<file path="config.mk">
export PLATFORM = sky130hd
export DESIGN_NAME = meif_top
export DESIGN_NICKNAME = d
export VERILOG_FILES = /design/src/core/meif_pkg.sv /design/src/core/meif_top.sv
export SDC_FILE = /design/constraint.sdc
export NUM_CORES = 1
export LEC_CHECK = 0
export BUFFER_PORTS_ARGS = -buffer_cell sky130_fd_sc_hd__clkbuf_2
export CAP_MARGIN = 20
export CELL_PAD_IN_SITES_DETAIL_PLACEMENT = 1
export CELL_PAD_IN_SITES_GLOBAL_PLACEMENT = 2
export CORE_MARGIN = 2
export CORE_UTILIZATION = 26
export DETAILED_ROUTE_END_ITERATION = 16
export PLACE_DENSITY = 0.87
export SYNTH_ARGS = -nofsm -noshare
export SYNTH_HDL_FRONTEND = slang
export SYNTH_SLANG_ARGS = --single-unit
</file>
<file path="constraint.sdc">
create_clock -name clk -period 1.95 [get_ports clk]
set_clock_uncertainty 0.2 [all_clocks]
set_input_delay 0.2925 -clock clk [delete_from_list [all_inputs] [get_ports clk]]
set_output_delay 0.2925 -clock clk [all_outputs]
set_load 0.01 [all_outputs]
</file>
<file path="src/core/meif_pkg.sv">
// Purpose: Constants and types for the motion event flag and mask block
// Assumes: 16-bit registers, one aligned 32-bit Avalon word each
// Notes: Byte address of a register is four times its index
package meif_pkg;

    // ****************************************************************
    // Register indices
    // ****************************************************************
    localparam logic [15:0] IDX_ENABLE_A = 16'h742C;
    localparam logic [15:0] IDX_ENABLE_B = 16'h742D;
    localparam logic [15:0] IDX_ENABLE_C = 16'h742E;
    localparam logic [15:0] IDX_FLAGS_A = 16'h742F;
    localparam logic [15:0] IDX_FLAGS_B = 16'h7430;
    localparam logic [15:0] IDX_FLAGS_C = 16'h7431;
    localparam logic [15:0] IDX_COMPAT = 16'h7409;

    // ****************************************************************
    // Bus and field layout
    // ****************************************************************
    localparam int ADDR_W = 18;
    localparam int DATA_W = 32;
    localparam int REG_W = 16;
    localparam int WORD_LSB = 2;

    localparam int A_T1_OVF = 10;
    localparam int A_T1_UNF = 9;
    localparam int A_T1_CMP = 8;
    localparam int A_T1_PER = 7;
    localparam int A_CMP3 = 3;
    localparam int A_CMP2 = 2;
    localparam int A_CMP1 = 1;
    localparam int A_PDP = 0;
    localparam int B_T2_OVF = 3;
    localparam int B_T2_UNF = 2;
    localparam int B_T2_CMP = 1;
    localparam int B_T2_PER = 0;
    localparam int C_CAP3 = 2;
    localparam int C_CAP2 = 1;
    localparam int C_CAP1 = 0;
    localparam int COMPAT_BIT = 0;

    localparam logic [15:0] VALID_A = 16'h078F;
    localparam logic [15:0] VALID_B = 16'h000F;
    localparam logic [15:0] VALID_C = 16'h0007;
    localparam logic [15:0] VALID_COMPAT = 16'h0001;

    // ****************************************************************
    // Reset values
    // ****************************************************************
    localparam logic [15:0] RST_ENABLE_A = 16'h0001;
    localparam logic [15:0] RST_ENABLE_B = 16'h0000;
    localparam logic [15:0] RST_ENABLE_C = 16'h0000;
    localparam logic [15:0] RST_FLAGS = 16'h0000;
    localparam logic [15:0] RST_COMPAT = 16'h0000;

    // ****************************************************************
    // Event carriers
    // ****************************************************************
    typedef struct packed {
        logic ovf;
        logic unf;
        logic cmp;
        logic per;
    } meif_timer_evt_s;

    typedef struct packed {
        meif_timer_evt_s timer_one;
        meif_timer_evt_s timer_two;
        logic [2:0] compare_unit;  // [2]=unit 3 .. [0]=unit 1
        logic [2:0] capture_unit;  // [2]=unit 3 .. [0]=unit 1
    } meif_evt_s;

endpackage

</file>
<file path="src/core/meif_top.sv">
// Purpose: Event interrupt flags, masks and protection trip logic
// Assumes: Event pulses come from sibling units on clk; pins are async
// Notes: Avalon-MM slave, reads take one wait cycle, writes none
//
// Design decision made here: register access over Avalon-MM.
module meif_top (
    input wire logic clk,                             // 200 MHz clock
    input wire logic sys_rst,                         // Sync reset, high
    input wire logic [meif_pkg::ADDR_W-1:0] address,  // Byte address
    input wire logic read,                            // Read request
    input wire logic write,                           // Write request
    input wire logic [3:0] byteenable,                // Byte lanes
    input wire logic [meif_pkg::DATA_W-1:0] writedata, // Write data
    output logic [meif_pkg::DATA_W-1:0] readdata,     // Read data
    output logic waitrequest,                         // Stall master
    input wire meif_pkg::meif_evt_s events,           // Event pulses
    input wire logic power_drive_protect_pin,         // Pin, active low
    input wire logic [2:0] compare_trip_n,            // Trip pins, low
    input wire logic [2:0] compare_trip_enable,       // Trip enables
    output logic power_drive_protect_a,               // Buffer trip
    output logic compat_mode_select,                  // Compat mode bit
    output logic irq                                  // Level interrupt
);

    // ****************************************************************
    // Helpers
    // ****************************************************************
    function automatic logic [15:0] lane_mask(input logic [3:0] be);
        lane_mask = {{8{be[1]}}, {8{be[0]}}};
    endfunction

    function automatic logic hit(input logic [meif_pkg::ADDR_W-1:0] a,
                                 input logic [15:0] idx);
        hit = (a[meif_pkg::ADDR_W-1:meif_pkg::WORD_LSB] == idx);
    endfunction

    // ****************************************************************
    // Pin synchronisers
    // ****************************************************************
    logic [3:0] pin_meta_r;
    logic [3:0] pin_sync_r;

    always_ff @(posedge clk) begin
        if (sys_rst) begin
            pin_meta_r <= 4'hF;
            pin_sync_r <= 4'hF;
        end else begin
            pin_meta_r <= {power_drive_protect_pin, compare_trip_n};
            pin_sync_r <= pin_meta_r;
        end
    end

    logic pdp_low;
    logic trip_hit;
    assign pdp_low = ~pin_sync_r[3];
    assign trip_hit = |(~pin_sync_r[2:0] & compare_trip_enable);

    // ****************************************************************
    // Bus decode
    // ****************************************************************
    logic [15:0] wdata;
    logic [15:0] wmask;
    logic wr_en_a;
    logic wr_en_b;
    logic wr_en_c;
    logic wr_fl_a;
    logic wr_fl_b;
    logic wr_fl_c;
    logic wr_compat;
    logic rd_ack_r;

    assign wdata = writedata[15:0];
    assign wmask = lane_mask(byteenable);
    assign wr_en_a = write && hit(address, meif_pkg::IDX_ENABLE_A);
    assign wr_en_b = write && hit(address, meif_pkg::IDX_ENABLE_B);
    assign wr_en_c = write && hit(address, meif_pkg::IDX_ENABLE_C);
    assign wr_fl_a = write && hit(address, meif_pkg::IDX_FLAGS_A);
    assign wr_fl_b = write && hit(address, meif_pkg::IDX_FLAGS_B);
    assign wr_fl_c = write && hit(address, meif_pkg::IDX_FLAGS_C);
    assign wr_compat = write && hit(address, meif_pkg::IDX_COMPAT);

    // Registered read data costs one wait cycle per read
    assign waitrequest = read && !rd_ack_r;

    always_ff @(posedge clk) begin
        if (sys_rst) begin
            rd_ack_r <= 1'b0;
        end else begin
            rd_ack_r <= read && !rd_ack_r;
        end
    end

    // ****************************************************************
    // Mode and enable registers
    // ****************************************************************
    logic [15:0] enable_a_r;
    logic [15:0] enable_b_r;
    logic [15:0] enable_c_r;
    logic [15:0] compat_r;

    function automatic logic [15:0] rw_upd(input logic [15:0] cur,
                                          input logic [15:0] d,
                                          input logic [15:0] m,
                                          input logic [15:0] valid);
        rw_upd = ((cur & ~m) | (d & m)) & valid;
    endfunction

    always_ff @(posedge clk) begin
        if (sys_rst) begin
            enable_a_r <= meif_pkg::RST_ENABLE_A;
            enable_b_r <= meif_pkg::RST_ENABLE_B;
            enable_c_r <= meif_pkg::RST_ENABLE_C;
        end else begin
            if (wr_en_a) begin
                enable_a_r <= rw_upd(enable_a_r, wdata, wmask,
                                     meif_pkg::VALID_A);
            end
            if (wr_en_b) begin
                enable_b_r <= rw_upd(enable_b_r, wdata, wmask,
                                     meif_pkg::VALID_B);
            end
            if (wr_en_c) begin
                enable_c_r <= rw_upd(enable_c_r, wdata, wmask,
                                     meif_pkg::VALID_C);
            end
        end
    end

    always_ff @(posedge clk) begin
        if (sys_rst) begin
            compat_r <= meif_pkg::RST_COMPAT;
        end else if (wr_compat) begin
            compat_r <= rw_upd(compat_r, wdata, wmask,
                               meif_pkg::VALID_COMPAT);
        end
    end

    assign compat_mode_select = compat_r[meif_pkg::COMPAT_BIT];

    // ****************************************************************
    // Event flags
    // ****************************************************************
    logic pdp_event;
    logic [15:0] set_a;
    logic [15:0] set_b;
    logic [15:0] set_c;
    logic [15:0] flags_a_r;
    logic [15:0] flags_b_r;
    logic [15:0] flags_c_r;

    // Compat mode uses enabled trips; legacy mode the protection pin
    assign pdp_event = compat_mode_select ? trip_hit : pdp_low;

    always_comb begin
        set_a = '0;
        set_a[meif_pkg::A_T1_OVF] = events.timer_one.ovf;
        set_a[meif_pkg::A_T1_UNF] = events.timer_one.unf;
        set_a[meif_pkg::A_T1_CMP] = events.timer_one.cmp;
        set_a[meif_pkg::A_T1_PER] = events.timer_one.per;
        set_a[meif_pkg::A_CMP3] = events.compare_unit[2];
        set_a[meif_pkg::A_CMP2] = events.compare_unit[1];
        set_a[meif_pkg::A_CMP1] = events.compare_unit[0];
        set_a[meif_pkg::A_PDP] = pdp_event;
        set_b = '0;
        set_b[meif_pkg::B_T2_OVF] = events.timer_two.ovf;
        set_b[meif_pkg::B_T2_UNF] = events.timer_two.unf;
        set_b[meif_pkg::B_T2_CMP] = events.timer_two.cmp;
        set_b[meif_pkg::B_T2_PER] = events.timer_two.per;
        set_c = '0;
        set_c[meif_pkg::C_CAP3] = events.capture_unit[2];
        set_c[meif_pkg::C_CAP2] = events.capture_unit[1];
        set_c[meif_pkg::C_CAP1] = events.capture_unit[0];
    end

    // Set wins over a same-cycle clear so no event is lost
    function automatic logic [15:0] w1c_upd(input logic [15:0] cur,
                                           input logic [15:0] set,
                                           input logic wr,
                                           input logic [15:0] d,
                                           input logic [15:0] m,
                                           input logic [15:0] valid);
        logic [15:0] clr;
        clr = wr ? (d & m) : 16'h0000;
        w1c_upd = ((cur & ~clr) | set) & valid;
    endfunction

    always_ff @(posedge clk) begin
        if (sys_rst) begin
            flags_a_r <= meif_pkg::RST_FLAGS;
            flags_b_r <= meif_pkg::RST_FLAGS;
            flags_c_r <= meif_pkg::RST_FLAGS;
        end else begin
            flags_a_r <= w1c_upd(flags_a_r, set_a, wr_fl_a, wdata, wmask,
                                 meif_pkg::VALID_A);
            flags_b_r <= w1c_upd(flags_b_r, set_b, wr_fl_b, wdata, wmask,
                                 meif_pkg::VALID_B);
            flags_c_r <= w1c_upd(flags_c_r, set_c, wr_fl_c, wdata, wmask,
                                 meif_pkg::VALID_C);
        end
    end

    // ****************************************************************
    // Interrupt and buffer trip outputs
    // ****************************************************************
    logic pdp_en;
    logic trip_r;

    assign pdp_en = enable_a_r[meif_pkg::A_PDP];
    assign irq = |(flags_a_r & enable_a_r) | |(flags_b_r & enable_b_r)
               | |(flags_c_r & enable_c_r);

    // Enable gates the pin path only in legacy mode
    always_ff @(posedge clk) begin
        if (sys_rst) begin
            trip_r <= 1'b0;
        end else begin
            trip_r <= pdp_low && (compat_mode_select || pdp_en);
        end
    end

    assign power_drive_protect_a = trip_r;

    // ****************************************************************
    // Read data
    // ****************************************************************
    logic [15:0] rd_mux;
    logic [meif_pkg::DATA_W-1:0] readdata_r;

    always_comb begin
        if (hit(address, meif_pkg::IDX_ENABLE_A)) begin
            rd_mux = enable_a_r;
        end else if (hit(address, meif_pkg::IDX_ENABLE_B)) begin
            rd_mux = enable_b_r;
        end else if (hit(address, meif_pkg::IDX_ENABLE_C)) begin
            rd_mux = enable_c_r;
        end else if (hit(address, meif_pkg::IDX_FLAGS_A)) begin
            rd_mux = flags_a_r;
        end else if (hit(address, meif_pkg::IDX_FLAGS_B)) begin
            rd_mux = flags_b_r;
        end else if (hit(address, meif_pkg::IDX_FLAGS_C)) begin
            rd_mux = flags_c_r;
        end else if (hit(address, meif_pkg::IDX_COMPAT)) begin
            rd_mux = compat_r;
        end else begin
            rd_mux = 16'h0000;
        end
    end

    always_ff @(posedge clk) begin
        if (sys_rst) begin
            readdata_r <= '0;
        end else if (read && !rd_ack_r) begin
            readdata_r <= {16'h0000, rd_mux};
        end
    end

    assign readdata = readdata_r;
endmodule

</file>
==> impl_results.md <==
* # DRC at 0
* Final WS setup at -0.00257 ns
* Synth async-reset ratio at 0
* Fin crit share at 1.00
* Average wire per standard cell at 15.1 um
* Slew Viols, Final at 0
* Hpwl dp at 5.85 mm
* Part of the power in registers at 0.473
* Gate Count Post-Synth at 283
* Worst hold path class: input port to flop
* Static Leak at 1.40 nW
* Vias in the first global route at 2368
* Synth cell count leaders: dfxtp_1, nor2_1, a21oi_1, buf_4, nand4_1
* Critical Path Start Type: flop
* Nets at 460
* Number of fill cells in the layout at 1133
* # clock sinks at 49
* Unique masters post-synth at 51
* Pre-CTS setup slack at -0.133 ns
* Final Hold Viols at 0
* Flops & latches, synth at 49
* Initial DRC count at 114
* Number of max-cap violations at 0
* Sw Ratio at 0.251
* Die X at 101 um
* Worst VDD drop at 279 uV
* WP data arrival at 1.46 ns
* FP Rows at 35
* Yosys top cell by area: dfxtp_1
* Fmax at 512 MHz
* Most common cell in the netlist: dfxtp_1
* Area of the core at 9240 um2
* Dpl cells at 485
* Failing checks: setup timing
* Final setup viols at 1
* Clock Path Buffers at 2
* Overall Global Routing Usage at 0.152
* Switching pwr at 0.565 mW
* CTS tree: yes
* Main combinational cell family by area after synthesis: simple AND/OR/NAND/NOR gates
* CTS H-tree depth at 2
* Xor/xnor cell area share of the yosys netlist at 0
* Kind of end point of the critical path: primary output
* # diodes at 0
* Logic pwr share at 0.132
* Clk slew on worst S/H paths at 0.10 ns
* Multiplexer share of the synthesized area at 0.0533
* Area Overhead vs Synth at 34.7%
* I/O pins at 115
* Gpl congestion at 0.914
* Starting Density at 0.267
* PwrDens at 679 nW/um2
* Synth Area in Adders at 0
* Area of the multi-input gates at 1310 um2
* Ys flop type: dfxtp_1
* First-pass iteration count of the detailed router at 4
* Total power at 2.26 mW
* Share of layout cells above drive strength 1 at 0.322
* Synth top area share at 0.398
* Simple logic cell fraction of the synthesized area at 0.278
* Final non-filler cell total at 511
* Total gr overflow at 0
* Post-synthesis compound-gate area fraction at 0.162
* IO Port Bufs at 62
* Clk root buf: clkbuf_8
* First-pass GRT wire length at 12.2 mm
* RSZ-0062 raised after global routing: true
* Post-synth EDFFs at 0
* CP required at 1.46 ns
* Total internal power at 1.69 mW
* Vias per cell at 4.70
* Initial antenna violation count at 0
* R2r setup slk at 0.47 ns
* Drt total wl at 7.73 mm
* Synth warn at 0
* Final Critical Period at 1.95 ns
* Critical-path maximum fanout at 2
* DRT antenna net count at 0
* Die Height at 101 um
* CP Class: flop to primary output
* Clock latency on the worst-skew pair at 0.31 ns
* Synth Cell Area at 2470 um2
* Top post-synthesis cells by area: dfxtp_1, buf_4, nor2_1
* Total die area at 10300 um2
* Outcome: finished with violations
* Fin Setup TNS at -0.00257 ns
* CTS Buf Count at 5
* Final core utilization at 0.360
* Reg area at 986 um2
* Synthesized area per cell at 8.71 um2
* Post-synthesis sequential area ratio at 0.398
* Via count at 2404
* Largest net degree at the start of global routing at 29
* Clock power share at 0.395
* Worst Hold Launch: events[4]
power by group through the flow:
stage                     sequential, mW  combinational [mW]  clock, mW
after floorplan                     1.08               0.170          0
after global placement              1.09               0.266          0
after detailed placement            1.09               0.272          0
after CTS                           1.07               0.298      0.906
after global routing                1.07               0.330      0.951
final                               1.07               0.299      0.891
through the flow:
step / instance area (um2) / hold WS (ns)
global placement: 3000 / 0.192
finish: 3320 / 0.0143
CTS: 3310 / 0.0205
global route: 3320 / 0.0186
floorplan: 2550 / 0.185
detailed placement: 3000 / 0.196
final cells by class:
cell class	instances	share of cell area
Inverter	11	0.0124
Tap cell	129	0.0486
Multi-Input combinational cell	211	0.395
Clock buffer	5	0.0207
Sequential cell	49	0.297
Clock inverter	3	0.0207
Timing Repair Buffer	103	0.206
metal layers:
metal	share of wire	GRT usage	routed length (um)
met5	0	0	0
met4	0.0082	0.0353	63
met3	0.047	0.0269	362
met2	0.51	0.267	3910
met1	0.44	0.194	3400
layout by cell type (no fill, tap or decap), types with 6 or more instances in the layout:
master	instances
clkbuf_2	61
conb_1	24
a21oi_1	24
dlygate4sd3_1	16
o21ai_0	9
inv_1	10
o21ai_1	6
nor3_1	7
buf_4	23
or2_2	8
nor2_1	33
dfxtp_1	45
nand2_1	13
mux2i_1	12
nand4_1	16
worst max-delay path, stage by stage, from the launching register on:
cell	delay, ns
dfxtp_2	0.34
a22o_1	0.27
a221oi_2	0.21
nand4_1	0.15
buf_2	0.17
timing repair:
| item | 4_1_cts | 5_1_grt |
|---|---|---|
| hold buffers | 16 | 0 |
| cloned | 0 | 0 |
| setup endpoints to repair | 1 | 1 |
| endpoints found under the hold margin | 16 | 0 |
| buffers inserted | 1 | 1 |
| resized for setup | 3 | 3 |
| pin swaps | 3 | 2 |
cell families after synthesis:
group	Yosys count
flops	49
mux	13
simple gates	112
buf+inv	46
other cells	1
compound gates	62
path summary, 6_finish.rpt:
check,to,cells after the start
min,flags_a_r[2]$_SDFF_PP0_,3
max,irq,4
max reg2reg,readdata[0]$_SDFFE_PP0P_,5
min reg2reg,pin_sync_r[1]$_SDFF_PP1_,1
Note: power is estimated with default switching activity, not from simulation.
